<file path="config.mk">
export PLATFORM = sky130hd
export DESIGN_NAME = amf_top
export DESIGN_NICKNAME = d
export VERILOG_FILES = /design/src/amf_pkg.sv /design/src/amf_top.sv
export SDC_FILE = /design/constraint.sdc
export NUM_CORES = 1
export LEC_CHECK = 0
export BUFFER_PORTS_ARGS = -buffer_cell sky130_fd_sc_hd__buf_2
export CAP_MARGIN = 0
export CORE_MARGIN = 3
export CORE_UTILIZATION = 55
export DETAILED_ROUTE_END_ITERATION = 10
export HOLD_SLACK_MARGIN = 0.03
export PLACE_DENSITY = 0.79
export SETUP_SLACK_MARGIN = 0.5
export SKIP_CTS_REPAIR_TIMING = 1
export SLEW_MARGIN = 20
export SYNTH_ARGS = -nofsm -noshare
export SYNTH_HDL_FRONTEND = slang
export SYNTH_SLANG_ARGS = --single-unit
</file>
<file path="constraint.sdc">
create_clock -name REF_CLK_IN -period 4.95 [get_ports REF_CLK_IN]
set_input_delay 0.2475 -clock REF_CLK_IN [delete_from_list [all_inputs] [get_ports REF_CLK_IN]]
set_output_delay 0.2475 -clock REF_CLK_IN [all_outputs]
set_load 0.1 [all_outputs]
</file>
<file path="src/amf_pkg.sv">
// constants for the converter mode and output format control block
// assumes one 10 MHz clock and a classic wishbone register bus
package amf_pkg;
   // ----------------------------------------
   // clock and timing
   // ----------------------------------------
   localparam int CLK_NS = 100;
   localparam int CONV_FAST_NS = 750;
   localparam int CONV_NORM_NS = 1000;
   localparam int CONV_LOWPWR_NS = 1250;
   localparam int CONV_FAST_CYC = CONV_FAST_NS / CLK_NS;
   localparam int CONV_NORM_CYC = CONV_NORM_NS / CLK_NS;
   localparam int CONV_LOWPWR_CYC = CONV_LOWPWR_NS / CLK_NS;
   localparam int BUSY_MAX0_NS = 1500;
   localparam int BUSY_MAX1_NS = 2000;
   localparam int BUSY_MAX2_NS = 3000;
   localparam int BUSY_MAX3_NS = 5250;
   localparam int BUSY_MAX0_CYC = BUSY_MAX0_NS / CLK_NS;
   localparam int BUSY_MAX1_CYC = BUSY_MAX1_NS / CLK_NS;
   localparam int BUSY_MAX2_CYC = BUSY_MAX2_NS / CLK_NS;
   localparam int BUSY_MAX3_CYC = BUSY_MAX3_NS / CLK_NS;
   localparam int FAST_GAP_US = 1000;
   localparam int FAST_GAP_CYC = FAST_GAP_US * 1000 / CLK_NS;
   // serial clock half periods keep the 1:2:4:8 divider ratio
   localparam logic [3:0] SCLK_HALF0 = 4'h1;
   localparam logic [3:0] SCLK_HALF1 = 4'h2;
   localparam logic [3:0] SCLK_HALF2 = 4'h4;
   localparam logic [3:0] SCLK_HALF3 = 4'h8;
   localparam logic [4:0] RESULT_BITS = 5'h10;
   // ----------------------------------------
   // register map
   // ----------------------------------------
   localparam logic [7:0] CTRL_ADDR = 8'h00;
   localparam logic [7:0] STATUS_ADDR = 8'h04;
   localparam logic [7:0] RESULT_ADDR = 8'h08;
   localparam int CTRL_FAST = 0;
   localparam int CTRL_LOWPWR = 1;
   localparam int CTRL_BYTE_ORDER = 2;
   localparam int CTRL_CODING = 3;
   localparam int CTRL_PORT_TYPE = 4;
   localparam int CTRL_CLK_SRC = 5;
   localparam int CTRL_READ_TIMING = 6;
   localparam int CTRL_DIV_LO = 7;
   localparam int CTRL_W = 9;
   localparam logic [8:0] CTRL_RESET = 9'h008;
   localparam int STAT_BUSY = 0;
   localparam int STAT_STALE = 1;
   localparam int STAT_MODE_LO = 2;
   typedef enum logic [1:0] {
      MODE_NORMAL = 2'h0,
      MODE_FAST = 2'h1,
      MODE_LOWPWR = 2'h2
   } amf_mode_e;
endpackage

</file>
<file path="src/amf_top.sv">
// converter digital side: mode select, output coding, byte order,
// parallel bus and internal-clock serial master output
// assumes sample word from the analog core on the same clock
`timescale 1ns/1ns
module amf_top
#(
   parameter int FAST_GAP = amf_pkg::FAST_GAP_CYC
)
(
   // clock and reset
   input wire logic REF_CLK_IN,
   input wire logic RSTN_IN,
   // wishbone slave
   input wire logic WB_CYC_IN,
   input wire logic WB_STB_IN,
   input wire logic WB_WE_IN,
   input wire logic [7:0] WB_ADR_IN,
   input wire logic [3:0] WB_SEL_IN,
   input wire logic [31:0] WB_DAT_IN,
   output logic [31:0] WB_DAT_OUT,
   output logic WB_ACK_OUT,
   // conversion
   input wire logic CONVERT_START_N_IN,
   input wire logic [15:0] SAMPLE_IN,
   output logic BUSY_OUT,
   output logic POWER_SCALED_OUT,
   output logic FAST_MODE_OUT,
   // parallel port
   output logic [15:0] DATA_OUT,
   output logic DATA_OE_OUT,
   // serial port
   output logic SCLK_OUT,
   output logic SCLK_OE_OUT,
   output logic SYNC_OUT,
   output logic SYNC_OE_OUT,
   output logic SERIAL_RESULT_OUT,
   output logic SERIAL_RESULT_OE_OUT
);
   import amf_pkg::*;

   typedef enum logic [1:0] {ST_IDLE, ST_CONV, ST_READ} amf_state_e;

   // ----------------------------------------
   // state
   // ----------------------------------------
   logic [CTRL_W-1:0] ctrl_ff, nxt_ctrl;
   logic [CTRL_W-1:0] cfg_ff, nxt_cfg;
   logic [1:0] cs_sync_ff;
   logic cs_prev_ff;
   amf_state_e state_ff, nxt_state;
   logic [3:0] conv_cnt_ff, nxt_conv_cnt;
   logic [6:0] busy_cnt_ff, nxt_busy_cnt;
   logic [13:0] gap_cnt_ff, nxt_gap_cnt;
   logic stale_ff, nxt_stale;
   logic [15:0] res_ff, nxt_res;
   logic [15:0] shift_ff, nxt_shift;
   logic [4:0] bits_ff, nxt_bits;
   logic [3:0] half_ff, nxt_half;
   logic [3:0] hcnt_ff, nxt_hcnt;
   logic act_ff, nxt_act;
   logic busy_ff, nxt_busy;
   logic sclk_ff, nxt_sclk;
   logic sync_ff, nxt_sync;
   logic sdo_ff, nxt_sdo;
   logic [15:0] data_ff, nxt_data;
   logic data_oe_ff, nxt_data_oe;
   logic ser_oe_ff, nxt_ser_oe;
   logic pwr_ff, nxt_pwr;
   logic fast_ff, nxt_fast;
   logic ack_ff, nxt_ack;
   logic [31:0] rdat_ff, nxt_rdat;

   // ----------------------------------------
   // helpers
   // ----------------------------------------
   logic start;
   logic wr;
   logic rd_acc;
   amf_mode_e mode_now;
   amf_mode_e mode_cfg;
   logic [1:0] div_cfg;
   logic ser_int;
   logic [15:0] coded;
   logic [3:0] conv_len;
   logic [6:0] busy_max;
   logic [3:0] div_half;

   // falling edge of the resynchronised start pin
   assign start = cs_prev_ff & ~cs_sync_ff[1];
   assign rd_acc = WB_CYC_IN & WB_STB_IN & ~ack_ff;
   assign wr = rd_acc & WB_WE_IN;

   function automatic amf_mode_e mode_of(input logic [CTRL_W-1:0] c);
      amf_mode_e m;
      m = MODE_NORMAL;
      if (c[CTRL_FAST] & ~c[CTRL_LOWPWR])
      begin
         m = MODE_FAST;
      end
      else if (c[CTRL_LOWPWR] & ~c[CTRL_FAST])
      begin
         m = MODE_LOWPWR;
      end
      return m;
   endfunction

   assign mode_now = mode_of(ctrl_ff);
   assign mode_cfg = mode_of(cfg_ff);
   assign div_cfg = cfg_ff[CTRL_DIV_LO +: 2];
   // serial only with port type high
   // divider honoured only with internal clock source
   assign ser_int = cfg_ff[CTRL_PORT_TYPE] & ~cfg_ff[CTRL_CLK_SRC];

   always_comb
   begin
      coded = SAMPLE_IN;
      if (!cfg_ff[CTRL_CODING])
      begin
         coded[15] = ~SAMPLE_IN[15];
      end
      unique case (mode_cfg)
         MODE_FAST: conv_len = 4'(CONV_FAST_CYC);
         MODE_LOWPWR: conv_len = 4'(CONV_LOWPWR_CYC);
         default: conv_len = 4'(CONV_NORM_CYC);
      endcase
      unique case (div_cfg)
         2'h0:
         begin
            busy_max = 7'(BUSY_MAX0_CYC);
            div_half = SCLK_HALF0;
         end
         2'h1:
         begin
            busy_max = 7'(BUSY_MAX1_CYC);
            div_half = SCLK_HALF1;
         end
         2'h2:
         begin
            busy_max = 7'(BUSY_MAX2_CYC);
            div_half = SCLK_HALF2;
         end
         default:
         begin
            busy_max = 7'(BUSY_MAX3_CYC);
            div_half = SCLK_HALF3;
         end
      endcase
   end

   // ----------------------------------------
   // next state
   // ----------------------------------------
   always_comb
   begin
      nxt_ctrl = ctrl_ff;
      nxt_cfg = cfg_ff;
      nxt_state = state_ff;
      nxt_conv_cnt = conv_cnt_ff;
      nxt_busy_cnt = busy_cnt_ff;
      nxt_gap_cnt = gap_cnt_ff;
      nxt_stale = stale_ff;
      nxt_res = res_ff;
      nxt_shift = shift_ff;
      nxt_bits = bits_ff;
      nxt_half = half_ff;
      nxt_hcnt = hcnt_ff;
      nxt_act = act_ff;
      nxt_busy = busy_ff;
      nxt_sclk = sclk_ff;
      nxt_sync = sync_ff;
      nxt_sdo = sdo_ff;
      nxt_data = data_ff;
      nxt_ack = rd_acc;
      nxt_rdat = 32'h0;
      nxt_pwr = (mode_now == MODE_LOWPWR);
      nxt_fast = (mode_now == MODE_FAST);
      // port pins enabled by port type, serial pins only with internal clock source
      nxt_data_oe = ~ctrl_ff[CTRL_PORT_TYPE];
      nxt_ser_oe = ctrl_ff[CTRL_PORT_TYPE] & ~ctrl_ff[CTRL_CLK_SRC];

      if (wr && WB_ADR_IN == CTRL_ADDR)
      begin
         if (WB_SEL_IN[0])
         begin
            nxt_ctrl[7:0] = WB_DAT_IN[7:0];
         end
         if (WB_SEL_IN[1])
         begin
            nxt_ctrl[8] = WB_DAT_IN[8];
         end
      end
      if (rd_acc && !WB_WE_IN)
      begin
         unique case (WB_ADR_IN)
            CTRL_ADDR: nxt_rdat = 32'(ctrl_ff);
            STATUS_ADDR:
            begin
               nxt_rdat[STAT_BUSY] = busy_ff;
               nxt_rdat[STAT_STALE] = stale_ff;
               nxt_rdat[STAT_MODE_LO +: 2] = mode_now;
            end
            RESULT_ADDR: nxt_rdat = 32'(res_ff);
            default: nxt_rdat = 32'h0;
         endcase
      end

      // gap timer only matters in fastest mode
      // other modes never flag lost accuracy
      if (gap_cnt_ff != 14'(FAST_GAP))
      begin
         nxt_gap_cnt = gap_cnt_ff + 14'h1;
      end
      else if (mode_now == MODE_FAST)
      begin
         nxt_stale = 1'b1;
      end

      // serial shifter: data changes after falling sclk
      if (act_ff)
      begin
         if (hcnt_ff == 4'h1)
         begin
            nxt_hcnt = half_ff;
            nxt_sclk = ~sclk_ff;
            if (sclk_ff)
            begin
               if (bits_ff == 5'h1)
               begin
                  nxt_act = 1'b0;
                  nxt_sync = 1'b0;
               end
               else
               begin
                  nxt_shift = {shift_ff[14:0], 1'b0};
                  nxt_sdo = shift_ff[14];
                  nxt_bits = bits_ff - 5'h1;
               end
            end
         end
         else
         begin
            nxt_hcnt = hcnt_ff - 4'h1;
         end
      end

      if (busy_cnt_ff != 7'h7f)
      begin
         nxt_busy_cnt = busy_cnt_ff + 7'h1;
      end

      unique case (state_ff)
         ST_IDLE:
         begin
            if (start)
            begin
               nxt_cfg = ctrl_ff;
               nxt_state = ST_CONV;
               nxt_conv_cnt = 4'h0;
               nxt_busy_cnt = 7'h0;
               nxt_busy = 1'b1;
               nxt_gap_cnt = 14'h0;
               nxt_stale = 1'b0;
               // read during convert at base timing
               if (ctrl_ff[CTRL_PORT_TYPE] && !ctrl_ff[CTRL_CLK_SRC]
                   && ctrl_ff[CTRL_READ_TIMING])
               begin
                  nxt_act = 1'b1;
                  nxt_shift = res_ff;
                  nxt_sdo = res_ff[15];
                  nxt_bits = RESULT_BITS;
                  nxt_half = SCLK_HALF0;
                  nxt_hcnt = SCLK_HALF0;
                  nxt_sclk = 1'b0;
                  nxt_sync = 1'b1;
               end
            end
         end
         ST_CONV:
         begin
            nxt_conv_cnt = conv_cnt_ff + 4'h1;
            if (conv_cnt_ff == conv_len - 4'h1)
            begin
               nxt_res = coded;
               // byte order on the parallel bus
               nxt_data = cfg_ff[CTRL_BYTE_ORDER] ?
                  {coded[7:0], coded[15:8]} : coded;
               if (ser_int && !cfg_ff[CTRL_READ_TIMING])
               begin
                  nxt_state = ST_READ;
                  nxt_act = 1'b1;
                  nxt_shift = coded;
                  nxt_sdo = coded[15];
                  nxt_bits = RESULT_BITS;
                  nxt_half = div_half;
                  nxt_hcnt = div_half;
                  nxt_sclk = 1'b0;
                  nxt_sync = 1'b1;
               end
               else
               begin
                  nxt_state = ST_IDLE;
                  nxt_busy = 1'b0;
               end
            end
         end
         ST_READ:
         begin
            // busy drops at read end or cap
            if (!act_ff || busy_cnt_ff >= busy_max - 7'h1)
            begin
               nxt_busy = 1'b0;
            end
            if (!act_ff)
            begin
               nxt_state = ST_IDLE;
            end
         end
         default: nxt_state = ST_IDLE;
      endcase
   end

   // ----------------------------------------
   // registers
   // ----------------------------------------
   always_ff @(posedge REF_CLK_IN or negedge RSTN_IN)
   begin
      if (!RSTN_IN)
      begin
         ctrl_ff <= CTRL_RESET;
         cfg_ff <= CTRL_RESET;
         cs_sync_ff <= 2'h3;
         cs_prev_ff <= 1'b1;
         state_ff <= ST_IDLE;
         conv_cnt_ff <= 4'h0;
         busy_cnt_ff <= 7'h0;
         gap_cnt_ff <= 14'h0;
         stale_ff <= 1'b0;
         res_ff <= 16'h0;
         shift_ff <= 16'h0;
         bits_ff <= 5'h0;
         half_ff <= SCLK_HALF0;
         hcnt_ff <= SCLK_HALF0;
         act_ff <= 1'b0;
         busy_ff <= 1'b0;
         sclk_ff <= 1'b0;
         sync_ff <= 1'b0;
         sdo_ff <= 1'b0;
         data_ff <= 16'h0;
         data_oe_ff <= 1'b0;
         ser_oe_ff <= 1'b0;
         pwr_ff <= 1'b0;
         fast_ff <= 1'b0;
         ack_ff <= 1'b0;
         rdat_ff <= 32'h0;
      end
      else
      begin
         ctrl_ff <= nxt_ctrl;
         cfg_ff <= nxt_cfg;
         cs_sync_ff <= {cs_sync_ff[0], CONVERT_START_N_IN};
         cs_prev_ff <= cs_sync_ff[1];
         state_ff <= nxt_state;
         conv_cnt_ff <= nxt_conv_cnt;
         busy_cnt_ff <= nxt_busy_cnt;
         gap_cnt_ff <= nxt_gap_cnt;
         stale_ff <= nxt_stale;
         res_ff <= nxt_res;
         shift_ff <= nxt_shift;
         bits_ff <= nxt_bits;
         half_ff <= nxt_half;
         hcnt_ff <= nxt_hcnt;
         act_ff <= nxt_act;
         busy_ff <= nxt_busy;
         sclk_ff <= nxt_sclk;
         sync_ff <= nxt_sync;
         sdo_ff <= nxt_sdo;
         data_ff <= nxt_data;
         data_oe_ff <= nxt_data_oe;
         ser_oe_ff <= nxt_ser_oe;
         pwr_ff <= nxt_pwr;
         fast_ff <= nxt_fast;
         ack_ff <= nxt_ack;
         rdat_ff <= nxt_rdat;
      end
   end

   // ----------------------------------------
   // outputs
   // ----------------------------------------
   assign WB_DAT_OUT = rdat_ff;
   assign WB_ACK_OUT = ack_ff;
   assign BUSY_OUT = busy_ff;
   assign POWER_SCALED_OUT = pwr_ff;
   assign FAST_MODE_OUT = fast_ff;
   assign DATA_OUT = data_ff;
   assign DATA_OE_OUT = data_oe_ff;
   assign SCLK_OUT = sclk_ff;
   assign SCLK_OE_OUT = ser_oe_ff;
   assign SYNC_OUT = sync_ff;
   assign SYNC_OE_OUT = ser_oe_ff;
   assign SERIAL_RESULT_OUT = sdo_ff;
   assign SERIAL_RESULT_OE_OUT = ser_oe_ff;
endmodule

</file>
==> results of run 1 <==
layout make-up:
type                            count  area [µm²]  share of cell area
Clock buffer                       21         480              0.0634
Clock inverter                     11        72.6             0.00957
Inverter                           20        75.1             0.00990
Multi-Input combinational cell    419        2910               0.384
Sequential cell                   135        3390               0.447
Tap cell                          143         179              0.0236
Timing Repair Buffer               89         475              0.0627
logic make-up (layout without fill, tap and decap cells):
family / count (synthesis) / after routing
AND/OR/NAND/NOR: 187 / 187
flip-flops: 135 / 135
AO/OA/AOI/OAI: 104 / 104
multiplexers: 73 / 73
buffers and inverters: 67 / 141
adder cells (fa/ha/maj): 20 / 20
XOR/XNOR: 19 / 19
other: 1 / 16
registers in the layout, summed over array words and instances (netlist names), 5 cells and up:
name,cells
DATA_OUT,16
busy_cnt_ff,7
res_ff,16
shift_ff,15
cfg_ff,9
bits_ff,5
gap_cnt_ff,14
ctrl_ff,9
WB_DAT_OUT,16
metrics by stage:
stage	setup WS [ps]	hold WS, ps	utilization	total power (W)	cell area [µm²]
finish	2250	64.3	0.655	0.00409	7580
global route	2100	63.7	0.655	0.00427	7580
CTS	1880	-130	0.652	0.00410	7540
detailed placement	1920	314	0.604	0.00292	6990
global placement	2020	308	0.604	0.00286	6990
floorplan	2960	-48.1	-	0.00264	6650
worst max-delay path by stage:
stage / from / end / slack [ps] / cells after the start
2_1_floorplan: WB_ACK_OUT / ctrl_ff[0] / 2960 / 4
3_3_place_gp: hcnt_ff[0] / bits_ff[0] / 2020 / 5
3_5_place_dp: hcnt_ff[0] / SERIAL_RESULT_OUT / 1920 / 5
4_1_cts: hcnt_ff[0] / shift_ff[13] / 1880 / 5
5_1_grt: state_ff[1] / shift_ff[0] / 2100 / 5
6_report: hcnt_ff[0] / shift_ff[14] / 2250 / 6
routing by layer:
metal / vias up / part of all wire
li1: 2245 / -
met1: 2398 / 0.43
met2: 123 / 0.52
met3: 23 / 0.040
met4: 0 / 0.016
met5: - / 0
report_power, final:
part	internal, W	total, W	switching, W
Combinational	0.000356	0.00138	0.00103
Sequential	0.00133	0.00154	0.000214
Clock	0.000690	0.00116	0.000471
Total	0.00238	0.00409	0.00171
placed cells by master, fill, tap and decap left out, drive strengths merged, types with 10 or more instances in the layout:
cell and count:
a22oi 18, clkbuf 21, nand3 12, buf 87
and3 10, a21oi 15, ha 20, inv 22
conb 16, mux2 25, nand2 69, nor2 42
mux2i 48, o21ai 48, dfrtp 128, xor2 11
critical path: cells and delay by family, from the launching register on:
family	cells	cell delay [ps]
compound gates	1	120
fa+ha+maj	1	150
buf+inv	1	360
flops	1	560
mux	1	170
simple gates	2	1160
==> impl_metrics.tcl, run 1 <==
set metrics [dict create \
    ys_ff_latch 135 \
    worstSkewPairLatency_ps 420 \
    min-delay-start "WB_DAT_IN[7]" \
    peakVddDrop_uv 387 \
    synth_area_leader_cell "dfrtp_1" \
    reg2reg_depth 6 \
    fin_crit_sh 0.546 \
    antenna_found_initial 0 \
    p_leak_nw 3.71 \
    cpPeakStageDelay_ps 590 \
    core_area_mm2 0.0116 \
    hold_violations 0 \
    maxSlewHeadroom 0.375 \
    use_met2 0.383 \
    gr-usage-met1 0.289 \
    dp_hpwl_um 9770 \
    cts_buffer_depth 2 \
    min_path_type "primary input to register" \
    yosysWarnings 0 \
    synth_top_family_by_area "simple AND/OR/NAND/NOR gates" \
    holdPathStages 2 \
    fin_cells 838 \
    cts_buffers 17 \
    final_nets 768 \
    place_inst 803 \
    drive_gt1_frac 0.253 \
    initial_core_util 0.570 \
    grt_util_met3 0.0486 \
    cp_slowest_cell "nor3b_2" \
    grt_pass1_vias 4770 \
    end_kind "register" \
    synth_edf_count 0 \
    hold_end "ctrl_ff[7]" \
    fillCellCount 885 \
    htreeDepth 4 \
    io_pins 125 \
    tightest_slew_ps 938 \
    setup-violations-final 0 \
    wire_per_inst_um 17.4 \
    drc 0 \
    io_buffers 83 \
    grt_max_degree 75 \
    track_usage 0.226 \
    critPathArrivalTime_ps 2940 \
    worst_clock_skew_ps 11.5 \
    path_clk_slew_ps 60 \
    netlist.area_leader.share 0.486 \
    critical_path.max_fanout 12 \
    synth_area_leaders "dfrtp_1, mux2i_1, mux2_2" \
    rsz0062_at_grt "false" \
    vias_per_cell 5.71 \
    die_area_mm2 0.0133 \
    areaGrowthSynthToFinish_pct 14.9 \
    fmax_ghz 0.370 \
    crit_chain "ha_1 > nor3b_2 > nand4_1 > buf_6 > mux2i_1 > o21ai_0" \
    muxShareOfSynthArea 0.116 \
    yosysSeqAreaShare 0.513 \
    routed_wl_um 14600 \
    die_h_um 116 \
    drt_iter0_drc 382 \
    tns_ps 0 \
    ys_top_cells_by_count "dfrtp_1, nand2_1, mux2i_1, nor2_1, o21ai_0" \
    rows 39 \
    ys_async_sr_fraction 1.00 \
    rr_startpoint "hcnt_ff[0]" \
    final-max-slew-violation-count 0 \
    synth_most_common_cell "dfrtp_1" \
    syn-mean-instance-area_um2 10.9 \
    grt.busiest_layer "met2" \
    netlist_instances 606 \
    synth_top_flop_cell "dfrtp_1" \
    powerDensity_mw_per_mm2 539 \
    synth-xor-area-share 0.0275 \
    worstPathRequired_ps 5190 \
    num_vias 4789 \
    status "finished, final reports clean" \
    cts_root_buf "clkbuf_16" \
    r2r-end "shift_ff[14]" \
    grt_pass1_wl_um 23500 \
    synth_fa_ha_area_frac 0.0379 \
    drt-pass1-iter-count 6 \
    setup.worst_path.class "register to register" \
    overflow 0 \
    place.gp.congestion 0.815 \
    fin_crit_ps 2700 \
    cts_sinks 135 \
    die-width_um 116 \
    r2r_slack_ps 2250 \
    startpoint_type "register" \
    maxCapViolations 0 \
    ant_nets 0 \
    yosysUniqueCellTypes 62 \
    diodes 0 \
    post_synth_instance_area_mm2 0.00660 \
    synthSimpleGateAreaFrac 0.144 \
    cts_tree "built" \
    synth_compound_area_frac 0.107 \
]
(Power assumes the default switching activity.)
==> run 2, diff against run 1 <==
ABC_AREA = 1   (was unset)
CORE_UTILIZATION = 51   (was 55)
PLACE_DENSITY = 0.77   (was 0.79)
clock period = 2.18 ns   (was 4.95 ns; I/O delays follow)
==> run 2 against run 1 <==
  * Design area grew 20%
  * Global-route usage shrank 0.49 points
  * Fmax up 34%
  * Critical path depth is 3 higher
  * Wire length increased by 38%
  * Worst hold slack worse by 59 ps
  * Area after synthesis up 4.1%
  * First-iteration DRC count rose by 69%
  * Via count rose by 35%
  * Critical endpoint is now shift_ff[8]
  * Largest power group unchanged
==> impl_metrics.tcl, run 2 <==
set metrics [dict create \
    final_nets 1096 \
    io_buffers 83 \
    cts_buffer_depth 2 \
    startpoint_type "register" \
    wl_met1_um 7800 \
    highest_layer "met4" \
    maxSlewHeadroom 0.496 \
    yosysWarnings 0 \
    rows 41 \
    wire_per_inst_um 16.8 \
    tightest_slew_ps 751 \
    dp_slack_ps 149 \
    netlist.area_leader.share 0.466 \
    status "finished, final reports clean" \
    htreeDepth 4 \
    cts_tree "built" \
    critical_path.max_fanout 6 \
    grt_pass1_vias 5281 \
    fin_crit_ps 2010 \
    maxCapViolations 0 \
    track_usage 0.221 \
    hold_violations 0 \
    cpPeakStageDelay_ps 450 \
    overflow 0 \
    setup-violations-final 0 \
    drt_iter0_drc 644 \
    initial_core_util 0.533 \
    met2_length_um 9770 \
    final_common_cell "nand2_1" \
    antenna_found_initial 0 \
    areaGrowthSynthToFinish_pct 32.4 \
    wl_met3_um 1780 \
    die_area_mm2 0.0149 \
    p_leak_nw 4.57 \
    worstPathRequired_ps 2550 \
    tns_ps 0 \
    vias_per_cell 5.40 \
    die-width_um 122 \
    core_area_mm2 0.0129 \
    r2r_slack_ps 170 \
    synth_most_common_cell "nand2_1" \
    drc 0 \
    netlist_instances 860 \
    reg2reg_depth 9 \
    min_path_type "primary input to register" \
    place_inst 1103 \
    ys_ff_latch 135 \
    yosysUniqueCellTypes 36 \
    powerDensity_mw_per_mm2 918 \
    fin_cells 1196 \
    cts_root_buf "clkbuf_16" \
    cp_common_cell "nor2_4" \
    yosysSeqAreaShare 0.493 \
    r2r-end "shift_ff[8]" \
    die_h_um 122 \
    fin_crit_sh 0.924 \
    rr_startpoint "cfg_ff[0]" \
    cts_sinks 135 \
    critPathLaunch "cfg_ff[0]" \
    ys_async_sr_fraction 1.00 \
    worst_clock_skew_ps 16.3 \
    place.gp.congestion 0.843 \
    drive_gt1_frac 0.275 \
    syn-mean-instance-area_um2 7.99 \
    crit_chain "ha_4 > nor2_1 > nor2_4 > nand3_4 > nor2_4 > clkinvlp_4 > o21ai_1 > inv_1 > nand2_1" \
    cp_slowest_cell "dfrtp_1" \
    path_clk_slew_ps 70 \
    synth_top_flop_cell "dfrtp_1" \
    synth_edf_count 0 \
    synth_area_leaders "dfrtp_1, nand2_1, o21ai_0" \
    grt_pass1_wl_um 25800 \
    critPathArrivalTime_ps 2380 \
    post_synth_instance_area_mm2 0.00687 \
    peakVddDrop_uv 646 \
    final-max-slew-violation-count 0 \
    synth_area_leader_cell "dfrtp_1" \
    final_cell_mix "nand2_1, dfrtp_1, inv_1, buf_2, o21ai_0" \
    drt-pass1-iter-count 6 \
    setup.worst_path.class "register to register" \
    ys_top_cells_by_count "nand2_1, dfrtp_1, inv_1, o21ai_0, nor2_1" \
    io_pins 125 \
    endpoint "shift_ff[8]" \
    rsz0062_at_grt "true" \
    routed_wl_um 20100 \
    cts_buffers 17 \
    fmax_ghz 0.497 \
    end_kind "register" \
    setup_ws_ps 167 \
    ant_nets 0 \
    num_vias 6459 \
    grt_max_degree 54 \
    worstSkewPairLatency_ps 440 \
    dp_hpwl_um 10900 \
]
==> run 2: cell count changes after synthesis, sizes merged, moves of 15 or more <==
cell and delta:
nand2 +198, inv +94, o21ai +70, mux2i -48, mux2 -25, a22oi -18, nor2 +17, nand3 +16
nor3 +15
==> run 2: report_power, final <==
group          internal (W)  leakage, nW  switching (W)  total [W]
sequential          0.00288         1.65       0.000298    0.00318
clock               0.00169        0.279        0.00114    0.00283
combinational      0.000758         2.64        0.00158    0.00234
==> run 2: per-stage QoR <==
stage,total power (W),hold slack (ps),area [µm²],utilization
2_1_floorplan,0.00461,-187,6930,-
3_3_place_gp,0.00502,99.4,7430,0.577
3_5_place_dp,0.00509,102,7430,0.577
4_1_cts,0.00787,-354,8010,0.622
5_1_grt,0.00875,23.9,9090,0.706
6_report,0.00835,5.18,9090,0.706
==> run 2: worst min path at each step <==
stage          depth (start not counted)        endpoint         start
3_5_place_dp                           1     DATA_OE_OUT       RSTN_IN
3_3_place_gp                           1     DATA_OE_OUT       RSTN_IN
4_1_cts                                1  busy_cnt_ff[3]       RSTN_IN
6_report                               3       res_ff[7]  SAMPLE_IN[7]
2_1_floorplan                          0        BUSY_OUT       RSTN_IN
5_1_grt                                3       res_ff[7]  SAMPLE_IN[7]
==> run 2: logic make-up after synthesis <==
group	share of synthesized area
AND/OR/NAND/NOR	0.234
buffers and inverters	0.105
AO/OA/AOI/OAI	0.117
flip-flops	0.493
adder cells (fa/ha/maj)	0.0364
XOR/XNOR	0.0138
other	0.000546
==> run 2: layout make-up <==
cell class,instances,area [µm²]
clock buffer,22,484
clock inverter,10,93.8
fill,882,3780
antenna,1,2.50
sequential,135,3390
timing repair buffer,157,1230
timing repair inverter,2,12.5
multi-input combinational,583,3220
inverter,114,440
tap,172,215
==> run 2: routing by layer <==
metal,vias to the layer above,track usage
met4,0,0.0805
met2,354,0.329
li1,2991,-
met1,3030,0.308
met5,-,0
met3,84,0.0655
==> run 2: worst max-delay path: cells and delay by family (launching register included) <==
kind	cells	cell delay, ps
flip-flops	1	450
AO/OA/AOI/OAI	1	200
buffers and inverters	2	350
AND/OR/NAND/NOR	5	630
adder cells (fa/ha/maj)	1	310
